[config.mk]
export PLATFORM = sky130hd
export DESIGN_NAME = sacc_ctrl
export DESIGN_NICKNAME = d
export VERILOG_FILES = /design/src/rtl/sacc_pkg.sv /design/src/rtl/sacc_ctrl.sv /design/src/rtl/sacc_start_det.sv
export SDC_FILE = /design/constraint.sdc
export NUM_CORES = 1
export LEC_CHECK = 0
export BUFFER_PORTS_ARGS = -buffer_cell sky130_fd_sc_hd__clkbuf_2
export CORE_UTILIZATION = 51
export CTS_CLUSTER_SIZE = 30
export DETAILED_ROUTE_END_ITERATION = 16
export GPL_TIMING_DRIVEN = 0
export PLACE_DENSITY = 0.84
export SLEW_MARGIN = 20
export SYNTH_ARGS = -nofsm -noshare
export SYNTH_HDL_FRONTEND = slang
export SYNTH_SLANG_ARGS = --single-unit
export TNS_END_PERCENT = 5
[constraint.sdc]
create_clock -name clk -period 1.9 [get_ports clk]
set_input_delay 0.095 -clock clk [delete_from_list [all_inputs] [get_ports clk]]
set_output_delay 0.095 -clock clk [all_outputs]
set_load 0.02 [all_outputs]
[src/rtl/sacc_pkg.sv]
/*
  Shared constants, state encoding and carrier types for the successive
  approximation conversion control.
  Assumes a single clock domain and a synchronous active-high reset.
*/
package sacc_pkg;

  // ---------------------------------------------------------------------
  // Widths and reset values
  // ---------------------------------------------------------------------
  localparam int unsigned SACC_WIDTH = 10;
  localparam int unsigned SACC_IDX_W = 4;
  localparam logic [SACC_WIDTH-1:0] SACC_CODE_RST = 10'h000;
  localparam logic [SACC_WIDTH-1:0] SACC_LINES_RST = 10'h3ff;
  localparam logic [SACC_IDX_W-1:0] SACC_IDX_MSB = 4'h9;
  localparam logic [SACC_IDX_W-1:0] SACC_IDX_LSB = 4'h0;

  // ---------------------------------------------------------------------
  // States and carriers
  // ---------------------------------------------------------------------
  typedef enum logic [1:0] {
    SACC_IDLE,
    SACC_CONV,
    SACC_DONE
  } sacc_state_t;

  typedef struct packed {
    logic busy;
    logic done;
    logic ser_bit;
    logic ser_valid;
  } sacc_flags_t;

  localparam sacc_flags_t SACC_FLAGS_RST = '{busy: 1'b0, done: 1'b0, ser_bit: 1'b0, ser_valid: 1'b0};

  // Returns the code with the given bit forced to one.
  function automatic logic [SACC_WIDTH-1:0] sacc_set_bit(
    input logic [SACC_WIDTH-1:0] code,
    input logic [SACC_IDX_W-1:0] idx
  );
    logic [SACC_WIDTH-1:0] res;
    res = code;
    res[idx] = 1'b1;
    return res;
  endfunction : sacc_set_bit

endpackage : sacc_pkg

[src/rtl/sacc_ctrl.sv]
/*
  Successive approximation register and sequencing for an analog-to-digital
  converter built around an external DAC and comparator.
  Assumes the DAC settles and the comparator verdict is valid within one
  clock period, and that start_n is synchronous to clk.
*/
`timescale 1ns/10ps
`default_nettype none

// Notes on behaviour
// - A start sampled low at two consecutive clock edges begins a conversion.
// - Bits are decided one at a time, most significant first.
// - Each trial sets the bit under test to one, higher bits unchanged.
// - DAC below input: the bit under test stays one.
// - DAC above input: the bit under test is cleared.
// - After a decision the next lower bit is tried.
// - An n-bit conversion takes exactly n trials.
// - Each trial lasts one clock period.
// - First trial shows the MSB line low and all other lines high.
// - Each decided bit leaves serially, MSB first, one per clock.
// - The final pattern stays in the register and drives the DAC.
module sacc_ctrl (
  input wire logic clk,
  input wire logic srst,
  input wire logic start_n,
  input wire logic cmp_high,
  output logic [sacc_pkg::SACC_WIDTH-1:0] dac_lines_n,
  output logic [sacc_pkg::SACC_WIDTH-1:0] result,
  output var sacc_pkg::sacc_flags_t flags
);

  sacc_pkg::sacc_state_t state_q;
  sacc_pkg::sacc_state_t state_d;
  logic [sacc_pkg::SACC_WIDTH-1:0] code_q;
  logic [sacc_pkg::SACC_WIDTH-1:0] code_d;
  logic [sacc_pkg::SACC_WIDTH-1:0] lines_q;
  logic [sacc_pkg::SACC_WIDTH-1:0] lines_d;
  logic [sacc_pkg::SACC_WIDTH-1:0] result_q;
  logic [sacc_pkg::SACC_WIDTH-1:0] result_d;
  logic [sacc_pkg::SACC_IDX_W-1:0] idx_q;
  logic [sacc_pkg::SACC_IDX_W-1:0] idx_d;
  sacc_pkg::sacc_flags_t flags_q;
  sacc_pkg::sacc_flags_t flags_d;
  logic start_req;
  logic trial_on;
  logic start_take;
  logic last_trial;
  logic bit_keep;
  logic [sacc_pkg::SACC_IDX_W-1:0] next_idx;
  logic [sacc_pkg::SACC_WIDTH-1:0] decided_code;

  // ---------------------------------------------------------------------
  // Decoding helpers
  // ---------------------------------------------------------------------
  // True while the register is stepping through its trials.
  function automatic logic sacc_in_trial(input sacc_pkg::sacc_state_t st);
    return st == sacc_pkg::SACC_CONV;
  endfunction : sacc_in_trial

  // True in the states from which a new conversion may begin.
  function automatic logic sacc_can_start(input sacc_pkg::sacc_state_t st);
    return (st == sacc_pkg::SACC_IDLE) || (st == sacc_pkg::SACC_DONE);
  endfunction : sacc_can_start

  // True when the bit under test is the least significant one.
  function automatic logic sacc_is_last(input logic [sacc_pkg::SACC_IDX_W-1:0] idx);
    return idx == sacc_pkg::SACC_IDX_LSB;
  endfunction : sacc_is_last

  // Returns the code with the bit under test replaced by the verdict.
  function automatic logic [sacc_pkg::SACC_WIDTH-1:0] sacc_place_bit(
    input logic [sacc_pkg::SACC_WIDTH-1:0] code,
    input logic [sacc_pkg::SACC_IDX_W-1:0] idx,
    input logic keep
  );
    logic [sacc_pkg::SACC_WIDTH-1:0] res;
    res = code;
    res[idx] = keep;
    return res;
  endfunction : sacc_place_bit

  // Returns the next lower bit position.
  function automatic logic [sacc_pkg::SACC_IDX_W-1:0] sacc_lower(
    input logic [sacc_pkg::SACC_IDX_W-1:0] idx
  );
    return idx - 1'b1;
  endfunction : sacc_lower

  // ---------------------------------------------------------------------
  // Shared trial decode
  // ---------------------------------------------------------------------
  always_comb begin
    trial_on = sacc_in_trial(state_q);
    // A start is acted on only from idle or done; the detector is gated as well.
    start_take = start_req & sacc_can_start(state_q);
    last_trial = sacc_is_last(idx_q);
    // keep bit when DAC below input
    bit_keep = ~cmp_high;
    // clear bit when DAC above input
    decided_code = sacc_place_bit(code_q, idx_q, bit_keep);
    next_idx = sacc_lower(idx_q);
  end

  // ---------------------------------------------------------------------
  // Start qualification
  // ---------------------------------------------------------------------
  // blocked while converting
  sacc_start_det u_start (
    .clk(clk),
    .srst(srst),
    .start_n(start_n),
    .enable(~trial_on),
    .start_req(start_req)
  );

  // ---------------------------------------------------------------------
  // Sequencer state
  // ---------------------------------------------------------------------
  // The unused encoding falls back to idle.
  always_comb begin
    state_d = state_q;
    case (state_q)
      sacc_pkg::SACC_IDLE, sacc_pkg::SACC_DONE: begin
        if (start_take) begin
          state_d = sacc_pkg::SACC_CONV;
        end
      end
      sacc_pkg::SACC_CONV: begin
        if (last_trial) begin
          state_d = sacc_pkg::SACC_DONE;
        end
      end
      default: begin
        state_d = sacc_pkg::SACC_IDLE;
      end
    endcase
  end

  always_ff @(posedge clk) begin
    if (srst) begin
      state_q <= sacc_pkg::SACC_IDLE;
    end else begin
      state_q <= state_d;
    end
  end

  // ---------------------------------------------------------------------
  // Bit index
  // ---------------------------------------------------------------------
  // The index parks at the MSB after reset and is reloaded on every start.
  always_comb begin
    idx_d = idx_q;
    case (state_q)
      sacc_pkg::SACC_IDLE, sacc_pkg::SACC_DONE: begin
        if (start_take) begin
          idx_d = sacc_pkg::SACC_IDX_MSB;
        end
      end
      sacc_pkg::SACC_CONV: begin
        if (!last_trial) begin
          idx_d = next_idx;
        end
      end
      default: begin
        idx_d = sacc_pkg::SACC_IDX_MSB;
      end
    endcase
  end

  always_ff @(posedge clk) begin
    if (srst) begin
      idx_q <= sacc_pkg::SACC_IDX_MSB;
    end else begin
      idx_q <= idx_d;
    end
  end

  // ---------------------------------------------------------------------
  // Trial code
  // ---------------------------------------------------------------------
  always_comb begin
    code_d = code_q;
    case (state_q)
      sacc_pkg::SACC_IDLE, sacc_pkg::SACC_DONE: begin
        if (start_take) begin
          code_d = sacc_pkg::sacc_set_bit(sacc_pkg::SACC_CODE_RST, sacc_pkg::SACC_IDX_MSB);
        end
      end
      sacc_pkg::SACC_CONV: begin
        if (last_trial) begin
          code_d = decided_code;
        end else begin
          code_d = sacc_pkg::sacc_set_bit(decided_code, next_idx);
        end
      end
      default: begin
        code_d = sacc_pkg::SACC_CODE_RST;
      end
    endcase
  end

  always_ff @(posedge clk) begin
    if (srst) begin
      code_q <= sacc_pkg::SACC_CODE_RST;
    end else begin
      code_q <= code_d;
    end
  end

  // ---------------------------------------------------------------------
  // DAC lines
  // ---------------------------------------------------------------------
  // Lines follow the next code so that they move at the same edge as the register.
  always_comb begin
    lines_d = ~code_d;
  end

  always_ff @(posedge clk) begin
    if (srst) begin
      lines_q <= sacc_pkg::SACC_LINES_RST;
    end else begin
      lines_q <= lines_d;
    end
  end

  // ---------------------------------------------------------------------
  // Converted result
  // ---------------------------------------------------------------------
  // The result updates only on the LSB decision, so it holds across idle.
  always_comb begin
    result_d = result_q;
    if (trial_on && last_trial) begin
      result_d = decided_code;
    end
  end

  always_ff @(posedge clk) begin
    if (srst) begin
      result_q <= sacc_pkg::SACC_CODE_RST;
    end else begin
      result_q <= result_d;
    end
  end

  // ---------------------------------------------------------------------
  // Status and serial flags
  // ---------------------------------------------------------------------
  // The serial bit stays put between decisions; only the valid pulse clears.
  always_comb begin
    flags_d = flags_q;
    flags_d.ser_valid = 1'b0;
    case (state_q)
      sacc_pkg::SACC_IDLE, sacc_pkg::SACC_DONE: begin
        if (start_take) begin
          flags_d.busy = 1'b1;
          flags_d.done = 1'b0;
        end
      end
      sacc_pkg::SACC_CONV: begin
        flags_d.ser_bit = bit_keep;
        flags_d.ser_valid = 1'b1;
        if (last_trial) begin
          flags_d.busy = 1'b0;
          flags_d.done = 1'b1;
        end
      end
      default: begin
        flags_d = sacc_pkg::SACC_FLAGS_RST;
      end
    endcase
  end

  always_ff @(posedge clk) begin
    if (srst) begin
      flags_q <= sacc_pkg::SACC_FLAGS_RST;
    end else begin
      flags_q <= flags_d;
    end
  end

  // ---------------------------------------------------------------------
  // Outputs
  // ---------------------------------------------------------------------
  // Every output comes straight from its register.
  assign dac_lines_n = lines_q;
  assign result = result_q;
  assign flags = flags_q;

endmodule : sacc_ctrl

`default_nettype wire

[src/rtl/sacc_start_det.sv]
/*
  Start request qualifier for the conversion control.
  Assumes start_n is synchronous to clk and that enable is high whenever a
  new conversion may be accepted.
*/
`timescale 1ns/10ps
`default_nettype none

module sacc_start_det (
  input wire logic clk,
  input wire logic srst,
  input wire logic start_n,
  input wire logic enable,
  output logic start_req
);

  logic low_q;
  logic low_d;
  logic armed_q;
  logic armed_d;
  logic req_q;
  logic req_d;
  logic accept;

  // ---------------------------------------------------------------------
  // Qualification
  // ---------------------------------------------------------------------
  always_comb begin
    low_d = ~start_n;
    accept = ~start_n & low_q & armed_q & enable;
    // A held-low start fires once; it must go high again to re-arm.
    armed_d = armed_q;
    if (start_n) begin
      armed_d = 1'b1;
    end else if (accept) begin
      armed_d = 1'b0;
    end
    req_d = accept;
  end

  always_ff @(posedge clk) begin
    if (srst) begin
      low_q <= 1'b0;
      armed_q <= 1'b1;
      req_q <= 1'b0;
    end else begin
      low_q <= low_d;
      armed_q <= armed_d;
      req_q <= req_d;
    end
  end

  assign start_req = req_q;

endmodule : sacc_start_det

`default_nettype wire

-- Word-level counts from Yosys, hierarchy flattened
Index checks and enable logic that the tools add are counted.
- register bits: 43
- bits of input ports: 4
- output and inout port bits: 24
- word-level logic and storage cells: 59
- add/sub/neg operators: 1
- order comparisons: 4
- equality and inequality tests: 5
- multiplexer cells: 18
- bitwise operators: 9
- reduce and logical (&&, ||, !) cells: 10
- operators with widths (cell ; number):
    $mux 10 ; 2
    $pmux 10 s2 ; 1
    $pmux 2 s2 ; 3
    $bwmux 10 ; 1
    $lt 4x5->1 const B ; 2
    $not 10->10 ; 1
    $or 10x10->10 ; 1
    $demux 1 s4 ; 2
    $ge 4x1->1 const B ; 2
    $mux 2 ; 4
    $mux 4 ; 2
    $pmux 4 s2 ; 1
    $and 1x1->1 ; 4
    $logic_not 4->1 ; 1
    $ne 2x2->1 const B ; 2
    $reduce_and 2->1 ; 2
    $reduce_or 2->1 ; 2
    $sub 4x1->4 const B ; 1
    $logic_and 1x1->1 ; 3
    $not 1->1 ; 3
    $eq 2x1->1 const B ; 1
    $eq 2x2->1 const B ; 1
    $logic_not 2->1 ; 1
    $mux 1 ; 2
    other kinds (2) ; 2

-- Depth between registers and ports, before layout
- word-level depth: 9
- mapped depth: 9
- mapped depth without buffers: 6

-- Hierarchy
Synthesis repeated with hierarchy kept, for this count alone.
- cells, all modules: 223
- area total of the unflattened synthesis: 1965.6 sq um
- by module, submodules not included (module ; instances ; cells an instance ; area each (sq um) ; seq. area each (sq um)):
    sacc_ctrl ; 1 ; 216 ; 1878.1 ; 760.7
    sacc_start_det ; 1 ; 7 ; 87.6 ; 60.1

-- Least setup slack after synthesis
OpenSTA, ideal clock, no wires.
- path kind: reg-to-reg
- start point: register idx_q[0] (netlist bit)
- end point: register code_q[9] (netlist bit)
- library setup time: 0.122 ns
- data arrival time: 1.798 ns
- required time: 1.778 ns
- path slack: -0.020 ns
- cell stages (with the launch flop): 8
- buffers on the path: 2
- period minus slack after synthesis: 1.920 ns
- cells stage by stage: dfxtp_1 > buf_2 > inv_1 > ha_1 > or3b_1 > buf_6 > and3_4 > a221o_1
- cells in the longest elaborated chain, start to end: 8
- elaborated cells on any way between the ends: 16
- classes of those cells: 1 x add/sub; 4 x order compare; 7 x mux; 1 x bitwise; 3 x reduce/logical
- ends and longest elaborated chain (item ; line ; RTL):
    start: declaration ; sacc_ctrl.sv:40 ; logic [sacc_pkg::SACC_IDX_W-1:0] idx_q;
    start signal: assignment ; sacc_ctrl.sv:172 ; idx_q <= sacc_pkg::SACC_IDX_MSB;
    start signal: assignment ; sacc_ctrl.sv:174 ; idx_q <= idx_d;
    $sub 4x1->4 (tied with other cells) ; sacc_ctrl.sv:86 ; return idx - 1'b1;
    $lt 4x5->1 (implied by the code) (tied with other cells) ; sacc_pkg.sv:43 ; res[idx] = 1'b1;
    $logic_and 1x1->1 (implied by the code) / $mux 1 (equally long branches) ; sacc_pkg.sv:43, sacc_ctrl.sv:78 ;
    $mux 1 (implied by the code) / $demux 1 s4 (equally long branches) ; sacc_pkg.sv:43, sacc_ctrl.sv:78 ;
    $demux 1 s4 / $bwmux 10 (equally long branches) ; sacc_pkg.sv:43, sacc_ctrl.sv:78 ;
    $or 10x10->10 (no line) ; - ;
    $mux 10 * ; sacc_ctrl.sv:190 ; if (last_trial) begin
    $pmux 10 s2 * ; sacc_ctrl.sv:183 ; case (state_q)
    end signal: assignment ; sacc_ctrl.sv:204 ; code_q <= sacc_pkg::SACC_CODE_RST;
    end signal: assignment ; sacc_ctrl.sv:206 ; code_q <= code_d;
    end: declaration ; sacc_ctrl.sv:34 ; logic [sacc_pkg::SACC_WIDTH-1:0] code_q;
Every way passes the cells marked *; elsewhere a longest branch is shown, timed or not.
A chain may end at the register's enable or synchronous reset.

-- Final worst setup path
- start point: register idx_q[0] (netlist bit)
- end point: register result_q, in the netlist result[6]
- cells in the longest elaborated chain, start to end: 5
- elaborated cells on any way between the ends: 8
- classes of those cells: 2 x order compare; 3 x mux; 3 x reduce/logical
- ends and longest elaborated chain (item ; line ; RTL):
    $lt 4x5->1 (implied by the code) / $ge 4x1->1 (equally long branches) ; sacc_ctrl.sv:78 ; res[idx] = keep;
    $logic_and 1x1->1 (implied by the code) ; sacc_ctrl.sv:78 ;
    $mux 1 (implied by the code) ; sacc_ctrl.sv:78 ;
    $demux 1 s4 ; sacc_ctrl.sv:78 ;
    $bwmux 10 ; sacc_ctrl.sv:78 ;
    end signal: assignment ; sacc_ctrl.sv:239 ; result_q <= sacc_pkg::SACC_CODE_RST;
    end signal: assignment ; sacc_ctrl.sv:241 ; result_q <= result_d;
    end: declaration ; sacc_ctrl.sv:38 ; logic [sacc_pkg::SACC_WIDTH-1:0] result_q;
Parallel ways exist; a longest one is shown, timed or not.

==> impl_results.md <==
- Outcome: complete, but fails checks
- Routability cong.: 0.935
- Min-delay src: srst
- Relative slew slack: 57.3%
- First-pass GRT wire length: 7940 um
- Leak: 0.919 nW
- CP peak stage delay: 0.36 ns
- Critical Path RT: 2.11 ns
- CTS root buf: clkbuf_8
- Largest net degree at the start of global routing: 14
- Sw Share: 25.2%
- Post-DP HPWL: 3420 um
- Clock Pin Slew Worst Setup and Hold Paths: 0.08 ns
- Worst-Skew Late Latency: 0.30 ns
- Tightest Pin Transition: 0.636 ns
- Longest Clk Path Bufs: 2
- Worst Path Max Fanout: 8
- Number of max-cap violations: 0
- Library cells used by synthesis: 45
- Maximum operating frequency: 0.518 GHz
- Crit start category: register
- Critical path's most frequent cell: buf_6
- Synth area leader: dfxtp_1
- Setup Viol. Count Final: 1
- Mean Syn Cell Area: 8.91 um2
- Async SR Flop Fraction: 0%
- Yosys top cell area share: 41.1%
- Cell Rows: 22
- Core Region: 0.00372 mm2
- RR Startpoint: idx_q[0]
- GRT Resource Usage Total: 25.4%
- PD cells: 681 mW/mm2
- Final worst slack: -0.0292 ns
- Min-Delay Path Depth: 2
- Die Height: 64.6 um
- Clk sink count: 41
- Mapped Nets: 235
- Main area contributors after synthesis: dfxtp_1, nor2_1, ha_1, nand2_1, a21oi_1
- Worst reg-to-reg setup slack: -0.03 ns
- TNS Setup: -0.0292 ns
- CTS H-tree lvls: 2
- Drt wl/cell: 16.1 um
- Avg Vias per Cell: 5.77
- Mapped Cells: 224
- Top_reg_cell synth: dfxtp_1
- Tmin final: 1.93 ns
- CP cell instances: buf_4 -> inv_4 -> ha_4 -> or3b_1 -> buf_6 -> nor2_8 -> buf_6 -> nor2_1 -> a211oi_2
- CP Class: register to register
- Clock Power Share: 38.5%
- Inst Count DP: 298
- Number of port buffers: 26
- # diodes: 0
- Remaining DRCs: 0
- Internal: 1.20 mW
- Critical path data arrival time: 2.14 ns
- Maximum vdd ir drop: 0.000435 V
- Ys Warns: 0
- Post-synth EDFFs: 0
- Initial core utilization: 53.7%
- Vias in the first global route: 1629
- Pwr Total: 1.61 mW
- Sequential area share after synthesis: 41.1%
- Worst-case reg-to-reg path depth: 9
- Netlist Area Pre-Place: 0.00200 mm2
- I/O pin count: 28
- RSZ-0062 raised after global routing: true
- Num CTS Buffers: 5
- Vias after detailed routing: 1793
- Iter 0 DRT Violations: 132
- Final non-filler cell total: 311
- Combinational fraction of design power: 7.1%
- Final Cycle Share: 102%
- Count leader, synth: dfxtp_1
- CTS tree: yes
- Layout cells sized above 1: 27.4%
- Synthesis-to-finish area growth: 18.4%
- DIE WIDTH: 64.6 um
- Hold Vio Cnt, Final: 0
- Slowest-stage cell, CP: or3b_1
- Worst Setup SP: idx_q[0]
- Worst min path class: input pin to register
- Top cells by count, synth: dfxtp_1, nor2_1, nand2_1, a21oi_1, o21ai_0
- Initial antenna violation count: 0
- Final Skew: 0.00563 ns
- Post-Route WL: 5010 um
- CP endpoint kind: register
- Net Switching: 406 uW
- Die area: 0.00417 mm2
- TritonRoute pass-1 iters: 5
- Failing checks: setup timing
- Final #Nets: 273
- Sequential Power Share: 54.4%
- Remaining Overflow, GRT: 0
- FF+latch count, synth: 41
- Count of pins over their slew limit: 0
- Count of antenna-violating nets left after detailed routing: 0
critical path: cells and delay by family, from the launching register on:
family                     cells  cell delay, ns
adders and majority gates      1            0.17
DFF                            1            0.35
and+or+nand+nor                3            0.56
AOI/OAI and AO/OA              1            0.22
buffers and inverters          4            0.54
power by group through the flow:
stage / clock [mW] / sequential (mW) / combinational (mW)
2_1_floorplan: 0 / 0.899 / 0.0702
3_3_place_gp: 0 / 0.895 / 0.105
3_5_place_dp: 0 / 0.895 / 0.106
4_1_cts: 0.616 / 0.875 / 0.113
5_1_grt: 0.659 / 0.877 / 0.125
6_report: 0.619 / 0.875 / 0.115
final cells by class:
type	instances	area [um2]
fill	313	1350
inverter	8	32.5
tap	48	60.1
multi-input combinational	160	1080
buffer	14	90.1
sequential	41	823
timing repair buffer	32	181
clock inverter	2	13.8
clock buffer	6	82.6
sequential cells by signal (all words and copies together), names as in the netlist:
name               flops
code_q                10
dac_lines_n           10
flags                  2
idx_q                  4
result                10
state_q                2
u_start.armed_q        1
u_start.low_q          1
u_start.start_req      1
layout by cell type, fill, tap and decap left out, types with 5 or more instances in the layout:
cell	netlist	final
a211oi_1	7	5
a21oi_1	12	12
buf_4	2	7
clkbuf_2	0	26
clkbuf_8	0	6
dfxtp_1	41	39
ha_1	7	5
inv_1	8	6
mux2i_1	5	5
nand2_1	20	20
nand3_1	6	6
nand3b_1	6	6
nor2_1	24	24
nor2b_1	5	5
nor3_1	6	6
o21ai_0	10	9
or3_1	5	5
timing repair:
item / in CTS / in global routing
cloned: 0 / 0
setup endpoints to repair: 26 / 20
pin swaps: 1 / 1
buffers inserted: 4 / 1
gates resized for setup: 10 / 4
hold buffers: 1 / 0
endpoints found under the hold margin: 2 / 0
path summary, 6_finish.rpt:
kind                     end
min           dac_lines_n[0]
max                result[6]
max reg2reg        result[6]
min reg2reg  u_start.armed_q
per-stage QoR:
stage / setup WS (ns) / hold slack [ns] / utilization, % / instance area [um2]
final: -0.0292 / 0.107 / 63.6 / 2360
after global routing: -0.0913 / 0.117 / 63.6 / 2360
after CTS: 0.00372 / 0.0930 / 63.1 / 2350
after detailed placement: -0.235 / 0.288 / 58.9 / 2190
after global placement: -0.205 / 0.285 / 58.9 / 2190
after floorplan: 0.00488 / 0.190 / - / 2000
per-layer routing:
layer	GRT usage (%)	vias up	share of wire [%]
met2	41.2	68	46
li1	-	873	-
met5	0	-	0
met1	32.8	840	46
met4	9.44	0	1.7
met3	5.46	12	6.7
cell families after synthesis:
| family | Yosys count | share of synthesized area [%] |
|---|---|---|
| multiplexers | 8 | 4.20 |
| flip-flops | 41 | 41.1 |
| AND/OR/NAND/NOR | 86 | 23.4 |
| adder cells (fa/ha/maj) | 7 | 4.39 |
| AO/OA/AOI/OAI | 59 | 20.8 |
| buffers and inverters | 23 | 6.08 |
Note: power is estimated with default switching activity, not from simulation.
